`config.mk`:
```
export PLATFORM = sky130hd
export DESIGN_NAME = pdr_regs
export DESIGN_NICKNAME = d
export VERILOG_FILES = /design/src/rtl/pdr_pkg.sv /design/src/rtl/pdr_diag_seq.sv /design/src/rtl/pdr_regs.sv
export SDC_FILE = /design/constraint.sdc
export NUM_CORES = 1
export LEC_CHECK = 0
export BUFFER_PORTS_ARGS = -buffer_cell sky130_fd_sc_hd__buf_2
export CORE_ASPECT_RATIO = 0.6
export CORE_UTILIZATION = 45
export DETAILED_ROUTE_END_ITERATION = 10
export PLACE_DENSITY = 0.71
export SLEW_MARGIN = 20
export SYNTH_ARGS = -nofsm -noshare
export SYNTH_HDL_FRONTEND = slang
export SYNTH_HIERARCHICAL = 1
export SYNTH_SLANG_ARGS = --single-unit
```
`constraint.sdc`:
```
create_clock -name aclk -period 2.1 [get_ports aclk]
set_input_delay 0.21 -clock aclk [delete_from_list [all_inputs] [get_ports aclk]]
set_output_delay 0.21 -clock aclk [all_outputs]
set_load 0.01 [all_outputs]
```
`src/rtl/pdr_pkg.sv`:
```
package pdr_pkg;

    // ==================================================================
    // Register indices (printed offsets, byte address is index times 4)
    localparam logic [9:0] PDR_IDX_BACKOFF = 10'h0ae;
    localparam logic [9:0] PDR_IDX_REGULATOR = 10'h0d0;
    localparam logic [9:0] PDR_IDX_LINE_DIAG = 10'h155;
    localparam logic [9:0] PDR_IDX_DIAG_MAIN = 10'h170;
    localparam logic [9:0] PDR_IDX_DIAG_PULSE = 10'h171;
    localparam logic [9:0] PDR_IDX_DIAG_LENGTH = 10'h173;
    localparam logic [9:0] PDR_IDX_DIAG_THRESH = 10'h177;
    localparam logic [9:0] PDR_IDX_DIAG_STATUS = 10'h178;

    // ==================================================================
    // Field positions
    localparam int PDR_BACKOFF_LSB = 6;
    localparam int PDR_REG_PD_BIT = 15;
    localparam int PDR_LD_START_BIT = 15;
    localparam int PDR_LD_TX_BYP_BIT = 12;
    localparam int PDR_LD_OUT_LSB = 4;
    localparam int PDR_DM_CROSS_BIT = 14;
    localparam int PDR_DM_TX_BYP_BIT = 13;
    localparam int PDR_DM_RX_BYP_BIT = 12;
    localparam int PDR_DM_RSVD_BIT = 11;
    localparam int PDR_DM_AVG_LSB = 8;
    localparam int PDR_DS_DONE_BIT = 1;
    localparam int PDR_DS_BUSY_BIT = 0;

    // ==================================================================
    // Reset values of the stored fields, fixed read patterns, the reserved depth code and the highest back-off code
    localparam logic [2:0] PDR_BACKOFF_RST = 3'h0;
    localparam logic [15:0] PDR_BACKOFF_FIXED = 16'h8020;
    localparam logic [2:0] PDR_LD_AVG_RST = 3'h1;
    localparam logic [2:0] PDR_DM_AVG_RST = 3'h6;
    localparam logic [2:0] PDR_DM_AVG_RSVD = 3'h7;
    localparam logic [11:0] PDR_PULSE_HI_RST = 12'hc85;
    localparam logic [3:0] PDR_PULSE_RST = 4'hc;
    localparam logic [7:0] PDR_LENGTH_RST = 8'hff;
    localparam logic [7:0] PDR_LENGTH_LO_RST = 8'hff;
    localparam logic [2:0] PDR_THRESH_HI_RST = 3'h0;
    localparam logic [4:0] PDR_THRESH_RST = 5'h18;
    localparam logic [7:0] PDR_THRESH_LO_RST = 8'h96;
    localparam logic [2:0] PDR_BACKOFF_MAX = 3'h3;

    // AXI responses
    localparam logic [1:0] PDR_RESP_OKAY = 2'h0;
    localparam logic [1:0] PDR_RESP_SLVERR = 2'h2;

    // Configuration handed to the analog reflectometry engine
    typedef struct packed {
        logic cross_en;
        logic tx_bypass;
        logic [2:0] avg_depth;
        logic [2:0] avg_factor;
        logic [3:0] pulse_level;
        logic [7:0] listen_len;
        logic [4:0] short_cable_threshold;
    } pdr_diag_cfg_t;

    // Results returned from the engine
    typedef struct packed {
        logic done;
        logic [7:0] line_diag_result_field;
    } pdr_diag_res_t;

endpackage

```
`src/rtl/pdr_diag_seq.sv`:
```
`timescale 1ns/1ns
// Sequencer around the analog engine: one launch per start request made while no run is in flight
module pdr_diag_seq
    import pdr_pkg::*;
(
    input wire logic aclk,
    input wire logic aresetn,
    input wire logic start,
    input wire logic tx_bypass,
    input wire logic engine_done,
    output logic engine_start,
    output logic busy,
    output logic done,
    output logic tx_skipped,
    output logic results_to_rx_slots
);

    typedef enum logic [1:0] {PDR_IDLE, PDR_RUN, PDR_DONE} pdr_seq_state_t;

    pdr_seq_state_t state_q, state_d;
    logic byp_q;

    // ==================================================================
    // Next state: a start while running is dropped, the run in flight wins
    always_comb begin
        state_d = state_q;
        case (state_q)
            PDR_IDLE: if (start) state_d = PDR_RUN;
            PDR_RUN: if (engine_done) state_d = PDR_DONE;
            PDR_DONE: if (start) state_d = PDR_RUN;
            default: state_d = PDR_IDLE;
        endcase
    end

    // State and the bypass choice latched at launch
    always_ff @(posedge aclk) begin
        if (!aresetn) begin
            state_q <= PDR_IDLE;
            byp_q <= 1'b0;
        end else begin
            state_q <= state_d;
            if (start && state_q != PDR_RUN) byp_q <= tx_bypass;
        end
    end

    assign engine_start = start && (state_q != PDR_RUN);
    assign busy = (state_q == PDR_RUN);
    assign done = (state_q == PDR_DONE);
    assign tx_skipped = byp_q;
    assign results_to_rx_slots = byp_q;

endmodule // pdr_diag_seq

```
`src/rtl/pdr_regs.sv`:
```
// The AXI4-Lite slave port was chosen for this implementation.
`timescale 1ns/1ns
// Notes on behaviour
// - Back-off code 0 normal, 1-3 reduced levels
// - Regulator power-down bit pulses, then self-clears
// - Regulator stays powered while bit is zero
// - Averaging factor field, reset 001
// - Read-only bit reports transmit pair bypassed
// - Cross-disable one forces regular per-pair mode
// - Cross mode listens on opposite pair
// - Transmit-pair bypass bit skips that pair
// - Bypassed transmit results go to receive slots (the sequencer's results_to_rx_slots flag is left unconnected here)
// - Receive-pair bypass read-only, reads zero
// - Averaging depth 2^code, 111 reserved, reset 110
// - Pulse level field, reset 1100
// - Listening length field, reset all ones
// - Short-cable threshold field, reset 11000
// - Read-only reserved bits ignore writes, read zero
module pdr_regs
    import pdr_pkg::*;
#(
    parameter int ADDR_W = 12
) (
    input wire logic aclk,
    input wire logic aresetn,
    input wire logic [ADDR_W-1:0] s_axi_awaddr,
    input wire logic s_axi_awvalid,
    output logic s_axi_awready,
    input wire logic [31:0] s_axi_wdata,
    input wire logic [3:0] s_axi_wstrb,
    input wire logic s_axi_wvalid,
    output logic s_axi_wready,
    output logic [1:0] s_axi_bresp,
    output logic s_axi_bvalid,
    input wire logic s_axi_bready,
    input wire logic [ADDR_W-1:0] s_axi_araddr,
    input wire logic s_axi_arvalid,
    output logic s_axi_arready,
    output logic [31:0] s_axi_rdata,
    output logic [1:0] s_axi_rresp,
    output logic s_axi_rvalid,
    input wire logic s_axi_rready,
    output logic [2:0] backoff_level,
    output logic regulator_powerdown_bit,
    output logic regulator_enable,
    output pdr_diag_cfg_t diag_cfg,
    output logic diag_start,
    input pdr_diag_res_t diag_res
);

    // ==================================================================
    // Decode helpers
    function automatic logic [9:0] word_index(input logic [ADDR_W-1:0] a);
        word_index = 10'(a >> 2);
    endfunction

    function automatic logic known(input logic [9:0] i);
        known = (i == PDR_IDX_BACKOFF) || (i == PDR_IDX_REGULATOR) ||
                (i == PDR_IDX_LINE_DIAG) || (i == PDR_IDX_DIAG_MAIN) ||
                (i == PDR_IDX_DIAG_PULSE) || (i == PDR_IDX_DIAG_LENGTH) ||
                (i == PDR_IDX_DIAG_THRESH) || (i == PDR_IDX_DIAG_STATUS);
    endfunction

    // ==================================================================
    // Write channel capture: address and data taken in either order
    logic aw_held_q, w_held_q, bvalid_q, bad_w_q;
    logic [9:0] aw_idx_q;
    logic [15:0] wdata_q;
    logic [1:0] wstrb_q;

    assign s_axi_awready = !aw_held_q && !bvalid_q;
    assign s_axi_wready = !w_held_q && !bvalid_q;
    wire aw_fire = s_axi_awvalid && s_axi_awready;
    wire w_fire = s_axi_wvalid && s_axi_wready;
    wire aw_have = aw_held_q || aw_fire;
    wire w_have = w_held_q || w_fire;
    wire wr_go = aw_have && w_have && !bvalid_q;
    wire [9:0] wr_idx = aw_held_q ? aw_idx_q : word_index(s_axi_awaddr);
    wire [15:0] wr_data = w_held_q ? wdata_q : s_axi_wdata[15:0];
    wire [1:0] wr_strb = w_held_q ? wstrb_q : s_axi_wstrb[1:0];
    wire [15:0] wr_mask = {{8{wr_strb[1]}}, {8{wr_strb[0]}}};

    always_ff @(posedge aclk) begin
        if (!aresetn) begin
            aw_held_q <= 1'b0;
            w_held_q <= 1'b0;
            bvalid_q <= 1'b0;
            bad_w_q <= 1'b0;
            aw_idx_q <= 10'h000;
            wdata_q <= 16'h0000;
            wstrb_q <= 2'h0;
        end else begin
            if (aw_fire) aw_idx_q <= word_index(s_axi_awaddr);
            if (w_fire) begin
                wdata_q <= s_axi_wdata[15:0];
                wstrb_q <= s_axi_wstrb[1:0];
            end
            aw_held_q <= aw_have && !wr_go;
            w_held_q <= w_have && !wr_go;
            if (wr_go) begin
                bvalid_q <= 1'b1;
                bad_w_q <= !known(wr_idx);
            end else if (s_axi_bready) begin
                bvalid_q <= 1'b0;
            end
        end
    end

    assign s_axi_bvalid = bvalid_q;
    assign s_axi_bresp = bad_w_q ? PDR_RESP_SLVERR : PDR_RESP_OKAY;

    // Merge of stored value with strobed write data
    function automatic logic [15:0] merge(input logic [15:0] old, input logic [15:0] nw,
                                          input logic [15:0] m);
        merge = (old & ~m) | (nw & m);
    endfunction

    wire [15:0] wr_bits = merge(16'h0000, wr_data, wr_mask);
    wire wr_backoff = wr_go && wr_idx == PDR_IDX_BACKOFF;
    wire wr_reg = wr_go && wr_idx == PDR_IDX_REGULATOR;
    wire wr_ld = wr_go && wr_idx == PDR_IDX_LINE_DIAG;
    wire wr_dm = wr_go && wr_idx == PDR_IDX_DIAG_MAIN;
    wire wr_pulse = wr_go && wr_idx == PDR_IDX_DIAG_PULSE;
    wire wr_len = wr_go && wr_idx == PDR_IDX_DIAG_LENGTH;
    wire wr_thr = wr_go && wr_idx == PDR_IDX_DIAG_THRESH;

    // ==================================================================
    // Stored fields
    logic [2:0] backoff_q;
    logic reg_pd_q;
    logic [14:0] reg_rsvd_q;
    logic [2:0] ld_avg_q;
    logic start_q;
    logic cross_dis_q, tx_byp_q, dm_rsvd_q;
    logic [2:0] avg_depth_q;
    logic [15:0] pulse_q, len_q, thr_q;

    // Byte-lane aware next values of the full-width read-write registers
    wire [15:0] pulse_d = merge(pulse_q, wr_data, wr_mask);
    wire [15:0] len_d = merge(len_q, wr_data, wr_mask);
    wire [15:0] thr_d = merge(thr_q, wr_data, wr_mask);
    wire [14:0] reg_rsvd_d = 15'(merge({1'b0, reg_rsvd_q}, wr_data, wr_mask));
    wire [2:0] backoff_w = 3'(wr_bits >> PDR_BACKOFF_LSB);
    wire [2:0] avg_w = 3'(wr_bits >> PDR_DM_AVG_LSB);

    // Back-off and regulator
    always_ff @(posedge aclk) begin
        if (!aresetn) begin
            backoff_q <= PDR_BACKOFF_RST;
            reg_pd_q <= 1'b0;
            reg_rsvd_q <= 15'h0000;
        end else begin
            // Reserved codes are refused so the analog side never sees them
            if (wr_backoff && wr_mask[PDR_BACKOFF_LSB + 2] && backoff_w <= PDR_BACKOFF_MAX)
                backoff_q <= backoff_w;
            // One-cycle power-down request, cleared once issued
            reg_pd_q <= wr_reg && wr_bits[PDR_REG_PD_BIT];
            if (wr_reg) reg_rsvd_q <= reg_rsvd_d;
        end
    end

    // Diagnostic control fields
    always_ff @(posedge aclk) begin
        if (!aresetn) begin
            ld_avg_q <= PDR_LD_AVG_RST;
            start_q <= 1'b0;
            cross_dis_q <= 1'b0;
            tx_byp_q <= 1'b0;
            dm_rsvd_q <= 1'b1;
            avg_depth_q <= PDR_DM_AVG_RST;
            pulse_q <= {PDR_PULSE_HI_RST, PDR_PULSE_RST};
            len_q <= {PDR_LENGTH_RST, PDR_LENGTH_LO_RST};
            thr_q <= {PDR_THRESH_HI_RST, PDR_THRESH_RST, PDR_THRESH_LO_RST};
        end else begin
            if (wr_ld && wr_strb[0]) ld_avg_q <= wr_bits[2:0];
            start_q <= wr_ld && wr_bits[PDR_LD_START_BIT];
            if (wr_dm && wr_strb[1]) begin
                cross_dis_q <= wr_bits[PDR_DM_CROSS_BIT];
                tx_byp_q <= wr_bits[PDR_DM_TX_BYP_BIT];
                dm_rsvd_q <= wr_bits[PDR_DM_RSVD_BIT];
                if (avg_w != PDR_DM_AVG_RSVD) avg_depth_q <= avg_w;
            end
            if (wr_pulse) pulse_q <= pulse_d;
            if (wr_len) len_q <= len_d;
            if (wr_thr) thr_q <= thr_d;
        end
    end

    // ==================================================================
    // Sequencer for the reflectometry run
    logic seq_busy, seq_done, seq_skipped;

    pdr_diag_seq u_seq (
        .aclk(aclk),
        .aresetn(aresetn),
        .start(start_q),
        .tx_bypass(tx_byp_q),
        .engine_done(diag_res.done),
        .engine_start(diag_start),
        .busy(seq_busy),
        .done(seq_done),
        .tx_skipped(seq_skipped),
        .results_to_rx_slots()
    );

    // Outputs to the analog side
    assign backoff_level = backoff_q;
    assign regulator_powerdown_bit = reg_pd_q;
    // The power-down event is held by the regulator itself; here only the one-cycle pulse, inverted
    assign regulator_enable = !reg_pd_q;
    assign diag_cfg.cross_en = !cross_dis_q;
    assign diag_cfg.tx_bypass = tx_byp_q;
    assign diag_cfg.avg_depth = avg_depth_q;
    assign diag_cfg.avg_factor = ld_avg_q;
    assign diag_cfg.pulse_level = pulse_q[3:0];
    assign diag_cfg.listen_len = len_q[15:8];
    assign diag_cfg.short_cable_threshold = thr_q[12:8];

    // ==================================================================
    // Read path; read-only reserved bits are tied to zero
    wire [9:0] rd_idx = word_index(s_axi_araddr);
    wire [15:0] rd_ld = {1'b0, 2'b00, seq_skipped, diag_res.line_diag_result_field,
                         1'b0, ld_avg_q};
    wire [15:0] rd_dm = {1'b0, cross_dis_q, tx_byp_q, 1'b0, dm_rsvd_q, avg_depth_q,
                         8'h00};
    wire [15:0] rd_st = {14'h0000, seq_done, seq_busy};
    logic [15:0] rd_mux;

    always_comb begin
        case (rd_idx)
            PDR_IDX_BACKOFF: rd_mux = PDR_BACKOFF_FIXED | {7'h00, backoff_q, 6'h00};
            PDR_IDX_REGULATOR: rd_mux = {1'b0, reg_rsvd_q};
            PDR_IDX_LINE_DIAG: rd_mux = rd_ld;
            PDR_IDX_DIAG_MAIN: rd_mux = rd_dm;
            PDR_IDX_DIAG_PULSE: rd_mux = pulse_q;
            PDR_IDX_DIAG_LENGTH: rd_mux = len_q;
            PDR_IDX_DIAG_THRESH: rd_mux = thr_q;
            PDR_IDX_DIAG_STATUS: rd_mux = rd_st;
            default: rd_mux = 16'h0000;
        endcase
    end

    logic rvalid_q, rbad_q;
    logic [15:0] rdata_q;
    assign s_axi_arready = !rvalid_q;

    // Read answer registered one cycle after address acceptance
    always_ff @(posedge aclk) begin
        if (!aresetn) begin
            rvalid_q <= 1'b0;
            rbad_q <= 1'b0;
            rdata_q <= 16'h0000;
        end else if (s_axi_arvalid && !rvalid_q) begin
            rvalid_q <= 1'b1;
            rbad_q <= !known(rd_idx);
            rdata_q <= rd_mux;
        end else if (s_axi_rready) begin
            rvalid_q <= 1'b0;
        end
    end

    assign s_axi_rvalid = rvalid_q;
    assign s_axi_rdata = {16'h0000, rdata_q};
    assign s_axi_rresp = rbad_q ? PDR_RESP_SLVERR : PDR_RESP_OKAY;

endmodule // pdr_regs

```
==> run_results.csv, run 1 <==
group,metric,value,unit
status,status,"finished with violations",
status,violations,"design-rule violations",
critical_path,crit_type,"register to register",
layout,fill_cells,1260,
grt,grt_pass1_vias,5134,
placed_design,place_congestion,0.885,
layout,nNetsFinal,903,
floorplanning,die_h,93.9,um
synth,synth_seq_area_share,41.1,%
drt,wirelength,17400,um
floorplanning,fp-row-count,33,
layout,area_growth,22.7,%
power_and_ir_drop,power_switching,1.55,mW
timing,slew_violations,0,
grt,gr-usage-all-layers,24.4,%
grt,grt_overflow,0,
timing,grt_setup_unrepaired,"no",
power_and_ir_drop,swShare,24.5,%
floorplanning,start_util,46.2,%
timing,fin_skew,0.00860,ns
layout,antenna_cells,0,
placed_design,numPortBuffers,107,
floorplanning,die_w,155,um
power_and_ir_drop,clock_power_share,49.2,%
clock_network,root_buffer,"clkbuf_16",
timing,fin_crit,2.03,ns
clock_network,postCtsHoldBufs,0,
synth,synth_edf_count,0,
power_and_ir_drop,combPwrFrac,10.3,%
timing,setup_viol,0,
drt,ant_nets,0,
clock_network,htreeDepth,4,
power_and_ir_drop,p_per_area,815,mW/mm^2
drt,post_drt_wl_per_cell,16.9,um
timing,worstMarginPinSlew,0.970,ns
layout,layout_commonest_cell,"dfxtp_1",
timing,fmax,492,MHz
clock_network,clk_latency,0.42,ns
critical_path,arrival,2.38,ns
timing,fin_ws,0.0657,ns
synth,async_flop_share,0,%
synth,synth.avg_cell_area,8.88,um^2
layout,final_cell_mix,"dfxtp_1 (126), nand2_1 (112), buf_2 (108), mux2i_1 (75), nor2_1 (64)",
grt,grt_pass1_wl,27200,um
placed_design,place_hpwl,12500,um
clock_network,cts_max_path_buffers,2,
placed_design,dp_slack,-0.0137,ns
power_and_ir_drop,p_leak,3.32,nW
drt,route.detailed.drc,2,
floorplanning,die-area,0.0146,mm^2
critical_path,cp_max_fo,5,
run,max_cap_viol_count,0,
critical_path,crit_required,2.44,ns
synth,synth_top_flop_cell,"dfxtp_1",
critical_path,end_kind,"register",
grt,grt_max_degree,70,
synth,synth_cells,713,
clock_network,cts_tree,"yes",
timing,min_period_over_period,96.9,%
drt,vias,5615,
critical_path,start_kind,"register",
power_and_ir_drop,p_int,4.79,mW
layout,drive_gt1_share,27.3,%
power_and_ir_drop,ir_worst_vdd,0.000586,V
synth,synth_warnings,6,
power_and_ir_drop,seq_power_share,40.5,%
drt,dr.first_iter.drc_count,427,
synth,synth_seq_cells,130,
drt,viasPerCell,5.45,
floorplanning,ioPinCount,148,
clock_network,numCtsBuffers,17,
timing,hold_viol_final,0,
floorplanning,core,0.0137,mm^2
drt,drt-pass1-iter-count,8,
synth,syn-cell-area,0.00633,mm^2
timing,slew_headroom,35.1,%
timing,fin_hold_ws,0.0450,ns
hold_path,holdCritPathClass,"input port to register",
clock_network,cts_sinks,130,
synth,ys_types,65,
clock_network,clk_pin_slew,0.06,ns
layout,post-route-util,56.7,%
grt,antenna_found_initial,0,
metal layers:
layer / track usage, % / vias to the layer above / part of all wire (%)
met5: 0 / - / 0
met4: 6.54 / 0 / 0.86
met3: 6.73 / 18 / 7.5
met2: 36.0 / 214 / 43
met1: 34.7 / 2646 / 49
li1: - / 2737 / -
through the flow:
step / instance area, um^2 / TNS [ns] / cells / total power [mW]
global placement: 7070 / 0 / 995 / 3.24
CTS: 7690 / 0 / 1026 / 6.35
finish: 7770 / 0 / 1031 / 6.34
floorplan: 6400 / 0 / 730 / 3.02
global route: 7770 / 0 / 1031 / 6.56
detailed placement: 7070 / -0.0176 / 995 / 3.24
cell type report:
class	count	area (um^2)	share of cell area, %
multi-input cells	511	3350	43.1
flip-flops and latches	130	2610	33.5
repair buffers	155	906	11.7
clock buffers	18	439	5.65
well taps	192	240	3.09
clock inverters	13	185	2.38
inverters	12	45.0	0.579
power by group through the flow:
stage | Clock, mW | Sequential (mW) | Combinational (mW)
after floorplan | 0 | 2.61 | 0.413
final | 3.12 | 2.57 | 0.653
after global placement | 0 | 2.61 | 0.625
after global routing | 3.28 | 2.57 | 0.710
after CTS | 3.16 | 2.56 | 0.635
after detailed placement | 0 | 2.61 | 0.630
timing repair:
action | in CTS | in global routing
pin swaps | 0 | 2
setup endpoints to repair | 6 | 32
gates resized for setup | 1 | 11
gates cloned | 0 | 1
setup buffers | 0 | 4
synthesized netlist by cell type (3+ instances only):
master	number	area, um^2
and4b_1	4	40.0
dfxtp_1	130	2600
nand2_1	112	420
a211oi_1	12	90.1
buf_2	12	60.1
nor4_1	5	31.3
nand2b_1	3	18.8
and3_1	5	31.3
and2_1	5	31.3
o211ai_1	4	30.0
nor2b_1	4	25.0
nand4b_1	4	35.0
a22oi_1	13	97.6
nor4b_1	5	43.8
nor4b_2	3	45.0
a22o_1	15	131
a21oi_1	35	175
nor4bb_1	6	60.1
mux2i_1	75	751
nand4_1	5	31.3
o21ai_0	19	95.1
inv_1	11	41.3
o22a_1	3	26.3
o22ai_1	5	31.3
nand3_1	15	75.1
a31oi_1	4	25.0
clkbuf_1	23	86.3
nor3_1	7	35.0
mux2_2	15	169
a32oi_1	5	43.8
nor2_1	64	240
buf_4	40	300
worst max-delay path, cell delays in order, from the launching register on:
cell      delay, ns
dfxtp_2        0.36
nor4bb_1       0.37
o22ai_1        0.18
or4b_4         0.54
or3_1          0.38
a21oi_1        0.13
logic make-up after synthesis:
group	synth area share [%]
AND/OR/NAND/NOR	21.8
AO/OA/AOI/OAI	14.3
flip-flops	41.1
multiplexers	14.8
buffers and inverters	8.00
other	0.0592
final timing paths:
kind                            slack [ns]               end             from  cells past startpoint
worst min-delay path                  0.05       wdata_q[12]  s_axi_wdata[12]                      3
worst max-delay path                  0.07  backoff_level[0]        aw_held_q                      5
worst min register to register        0.45        wdata_q[9]       wdata_q[9]                      2
worst max register to register        0.07  backoff_level[0]        aw_held_q                      5
Power figures use the tool's default switching activity.
==> inputs of run 2 (changes only) <==
- PLACE_DENSITY: 0.71 -> 0.69
- clock period: 2.1 -> 1.9 ns (I/O delays scaled with it)
==> run 2 against run 1 <==
The run ends with negative setup slack left. Global-route usage grew 2.5 points. Routed wire length grew 12%. Largest power group unchanged. Highest routed layer unchanged. Clock power grew 6.7%.
==> run_results.csv, run 2 (same netlist as run 1, synthesis figures left out) <==
group,metric,value,unit
status,status,"finished with violations",
status,violations,"negative setup slack",
drt,route.detailed.drc,0,
layout,layout_commonest_cell,"dfxtp_1",
timing,tns,-1.46,ns
floorplanning,die_w,155,um
grt,antenna_found_initial,0,
clock_network,cts_max_path_buffers,2,
timing,fin_crit,2.04,ns
floorplanning,die_h,93.9,um
clock_network,root_buffer,"clkbuf_16",
timing,slew_violations,0,
drt,wirelength,19500,um
floorplanning,core,0.0137,mm^2
floorplanning,fp-row-count,33,
critical_path,crit_required,2.24,ns
power_and_ir_drop,swShare,25.5,%
clock_network,clk_pin_slew,0.06,ns
grt,grt_overflow,0,
drt,ant_nets,0,
timing,setup_viol,30,
hold_path,holdCritPathClass,"input port to register",
critical_path,cp_max_fo,6,
power_and_ir_drop,power_switching,1.80,mW
power_and_ir_drop,p_int,5.24,mW
floorplanning,die-area,0.0146,mm^2
placed_design,dp_slack,-0.135,ns
timing,slew_headroom,35.0,%
timing,fin_skew,0.0130,ns
timing,grt_setup_unrepaired,"yes",
critical_path,end_kind,"register",
floorplanning,ioPinCount,148,
placed_design,place_hpwl,14100,um
clock_network,postCtsHoldBufs,0,
grt,grt_pass1_wl,30000,um
timing,hold_viol_final,0,
drt,post_drt_wl_per_cell,18.2,um
layout,final_cell_mix,"dfxtp_1 (124), nand2_1 (112), buf_2 (107), buf_4 (73), mux2i_1 (71)",
timing,fmax,491,MHz
power_and_ir_drop,ir_worst_vdd,0.000632,V
drt,vias,6057,
run,max_cap_viol_count,0,
timing,min_period_over_period,107,%
critical_path,start_kind,"register",
clock_network,clk_latency,0.42,ns
layout,antenna_cells,0,
drt,drt-pass1-iter-count,5,
timing,fin_ws,-0.136,ns
layout,nNetsFinal,946,
placed_design,place_congestion,0.890,
layout,drive_gt1_share,33.6,%
clock_network,cts_tree,"yes",
critical_path,arrival,2.38,ns
layout,area_growth,32.4,%
power_and_ir_drop,combPwrFrac,12.3,%
clock_network,numCtsBuffers,17,
power_and_ir_drop,seq_power_share,40.4,%
placed_design,numPortBuffers,107,
timing,worstMarginPinSlew,0.971,ns
critical_path,crit_type,"register to register",
clock_network,cts_sinks,130,
power_and_ir_drop,p_per_area,839,mW/mm^2
floorplanning,start_util,46.2,%
grt,gr-usage-all-layers,26.9,%
drt,dr.first_iter.drc_count,441,
clock_network,htreeDepth,4,
power_and_ir_drop,p_leak,3.65,nW
grt,grt_pass1_vias,5643,
grt,grt_max_degree,64,
power_and_ir_drop,clock_power_share,47.3,%
drt,viasPerCell,5.64,
run 2: cell count changes in the layout (fill, tap and decap cells not counted), sizes merged:
cell | previous run | this run
buf | 155 | 198
bufinv | 4 | 3
clkinv | 6 | 7
run 2: path summary, 6_finish.rpt:
| path | start | to | slack [ns] | depth (start not counted) |
|---|---|---|---|---|
| worst max-delay path | aw_idx_q[0] | backoff_level[0] | -0.14 | 5 |
| worst min-delay path | s_axi_wdata[12] | wdata_q[12] | 0.03 | 3 |
| worst max register to register | aw_idx_q[0] | backoff_level[0] | -0.14 | 5 |
| worst min register to register | wstrb_q[0] | wstrb_q[0] | 0.45 | 2 |
run 2: final cells by class:
class                      count  area, um^2
fill                        1166        5320
multi-input combinational    511        3560
sequential                   130        2620
timing repair buffer         198        1330
clock buffer                  18         439
tap                          192         240
clock inverter                13         160
inverter                      12        45.0
run 2: routing by layer:
layer / share of wire (%) / vias up / GRT usage (%)
met1: 47 / 2938 / 37.9
met5: 0 / - / 0
met3: 8.2 / 32 / 6.37
met2: 43 / 270 / 40.7
met4: 1.5 / 0 / 7.43
li1: - / 2817 / -
run 2: what timing repair did:
action | CTS | global route
pin swaps | 5 | 16
setup buffers | 3 | 8
endpoints found under the setup margin | 50 | 51
gates resized for setup | 28 | 49
cloned | 2 | 2
run 2: power by group through the flow:
stage	Sequential (mW)	Clock, mW	Combinational (mW)
floorplan	2.88	0	0.464
global placement	2.89	0	0.756
detailed placement	2.89	0	0.777
CTS	2.84	3.34	0.818
global route	2.85	3.47	0.926
finish	2.84	3.33	0.864
run 2: per-stage QoR:
stage | util, % | instance area [um^2] | std cells | power (mW) | hold slack (ns)
5_1_grt | 61.2 | 8390 | 1074 | 7.24 | 0.0224
4_1_cts | 59.4 | 8140 | 1064 | 6.99 | 0.0194
2_1_floorplan | - | 6440 | 730 | 3.35 | 0.312
3_5_place_dp | 53.8 | 7380 | 1028 | 3.67 | 0.448
3_3_place_gp | 53.8 | 7380 | 1028 | 3.65 | 0.439
6_report | 61.2 | 8390 | 1074 | 7.03 | 0.0294
run 2: worst max-delay path: stages (launching register included):
cell	delay [ns]
dfxtp_2	0.36
nor4bb_1	0.34
mux2i_1	0.18
or4b_4	0.58
or3_4	0.38
a21oi_2	0.11
==> inputs of run 3 (changes only) <==
- CTS_CLUSTER_DIAMETER: not set -> 120
- SETUP_SLACK_MARGIN: not set -> 0.4
==> run 3 against run 2 <==
The run still ends with negative setup slack left. Clock power is essentially flat. Final cell count shrank 2.0%. Via count shrank 3.0%. First-iteration DRC count grew 11%. Sequential power is essentially flat. Non-clock buffer count shrank 23. Register-to-register slack gained 0.04 ns. Global-route usage shrank 0.57 points. Routed wire length shrank 3.3%.
==> run_results.csv, run 3 (same netlist as run 1, synthesis figures left out) <==
group,metric,value,unit
status,status,"finished with violations",
status,violations,"negative setup slack",
floorplanning,die-area,0.0146,mm^2
grt,gr-usage-all-layers,26.3,%
layout,multiInputGateArea,0.00372,mm^2
layout,nNetsFinal,924,
timing,hold_viol_final,0,
critical_path,crit_required,2.20,ns
critical_path,start_kind,"register",
power_and_ir_drop,p_per_area,837,mW/mm^2
critical_path,end_kind,"register",
critical_path,crit_type,"register to register",
floorplanning,core,0.0137,mm^2
power_and_ir_drop,ir_worst_vdd,0.000573,V
critical_path,critPathTopFamily,"simple AND/OR/NAND/NOR gates",
placed_design,numPortBuffers,107,
timing,slew_headroom,59.8,%
run,max_cap_viol_count,0,
clock_network,cts_sinks,130,
grt,grt_overflow,0,
layout,area_growth,32.1,%
layout,final_cell_mix,"dfxtp_1 (124), nand2_1 (110), buf_2 (107), mux2i_1 (70), nor2_1 (59)",
clock_network,clk_pin_slew,0.06,ns
timing,slew_violations,0,
layout,seqCellArea,0.00262,mm^2
critical_path,worst-path-buf-inv,1,
grt,grt_pass1_wl,29400,um
layout,fill_cells,1160,
clock_network,clk_latency,0.42,ns
floorplanning,start_util,46.2,%
grt,grt_pass1_vias,5557,
critical_path,path_cells,"o22ai_2 -> or3_4 -> nor4_4 -> buf_4 -> mux2i_1 -> nor2_1",
timing,fin_crit,1.99,ns
hold_path,holdCritPathClass,"input port to register",
drt,drt-pass1-iter-count,7,
layout,layout_commonest_cell,"dfxtp_1",
critical_path,arrival,2.29,ns
clock_network,postCtsHoldBufs,0,
drt,route.detailed.drc,0,
timing,fmax,501,MHz
critical_path,cp_max_fo,10,
drt,viasPerCell,5.58,
placed_design,place_hpwl,13600,um
grt,grt_max_degree,70,
drt,post_drt_wl_per_cell,17.9,um
power_and_ir_drop,p_leak,3.54,nW
grt,antenna_found_initial,0,
placed_design,dp_slack,-0.138,ns
critical_path,slowest_stage,"dfxtp_4",
floorplanning,die_h,93.9,um
timing,worstMarginPinSlew,0.602,ns
layout,antenna_cells,0,
placed_design,place_congestion,0.903,
clock_network,htreeDepth,4,
critical_path,max_stage_delay,0.43,ns
timing,fin_skew,0.00885,ns
floorplanning,die_w,155,um
timing,fin_ws,-0.0944,ns
timing,setup_viol,26,
clock_network,numCtsBuffers,17,
drt,ant_nets,0,
timing,grt_setup_unrepaired,"yes",
timing,min_period_over_period,105,%
clock_network,cts_max_path_buffers,2,
floorplanning,fp-row-count,33,
timing,fin_hold_ws,0.0171,ns
drt,dr.first_iter.drc_count,489,
clock_network,root_buffer,"clkbuf_16",
drt,vias,5877,
layout,drive_gt1_share,34.5,%
floorplanning,ioPinCount,148,
drt,wirelength,18900,um
clock_network,cts_tree,"yes",
[run 3: worst paths after layout]
path	start	end	slack, ns	depth (start not counted)
setup / recovery	aw_held_q	register	-0.09	6
hold / removal	s_axi_wdata[8]	wdata_q[8]	0.02	3
setup reg to reg	aw_held_q	register	-0.09	6
hold reg to reg	wdata_q[2]	wdata_q[2]	0.46	2
[run 3: worst register-to-register path: stages, from the launching register on]
cell	delay, ns
dfxtp_4	0.43
o22ai_2	0.15
or3_4	0.42
nor4_4	0.36
buf_4	0.23
mux2i_1	0.23
nor2_1	0.06
[run 3: final cells by class]
cell class	instances	area share, %
Clock buffer	17	5.08
Timing Repair Buffer	175	13.7
Inverter	12	0.538
Sequential cell	130	31.3
Multi-Input combinational cell	512	44.5
Tap cell	192	2.87
Clock inverter	15	2.06
[run 3: per-stage QoR]
step	cells	instance area, um^2	setup TNS (ns)	util, %	power, mW
after global placement	1010	7410	-2.00	54.0	3.63
after global routing	1053	8370	-4.02	61.0	7.23
final	1053	8370	-1.07	61.0	7.00
after CTS	1047	8230	-0.212	60.0	6.99
after detailed placement	1010	7410	-2.69	54.0	3.65
after floorplan	730	6640	0	-	3.38
[run 3: metal layers]
layer	track usage [%]	up-vias	wire length (um)
li1	-	2780	-
met1	37.2	2845	9000
met2	39.3	222	8110
met3	6.32	30	1440
met4	8.33	0	330
met5	0	-	0
[run 3: repair_timing]
action,in CTS,in global routing
cloned,2,1
pin swaps,5,12
resized for setup,40,27
setup endpoints to repair,97,96
buffers inserted,3,5
[run 3: report_power, final]
part | internal [mW] | leakage (nW) | switching (mW)
sequential | 2.79 | 1.06 | 0.0586
combinational | 0.330 | 2.19 | 0.492
clock | 1.97 | 0.295 | 1.36
total | 5.09 | 3.54 | 1.91
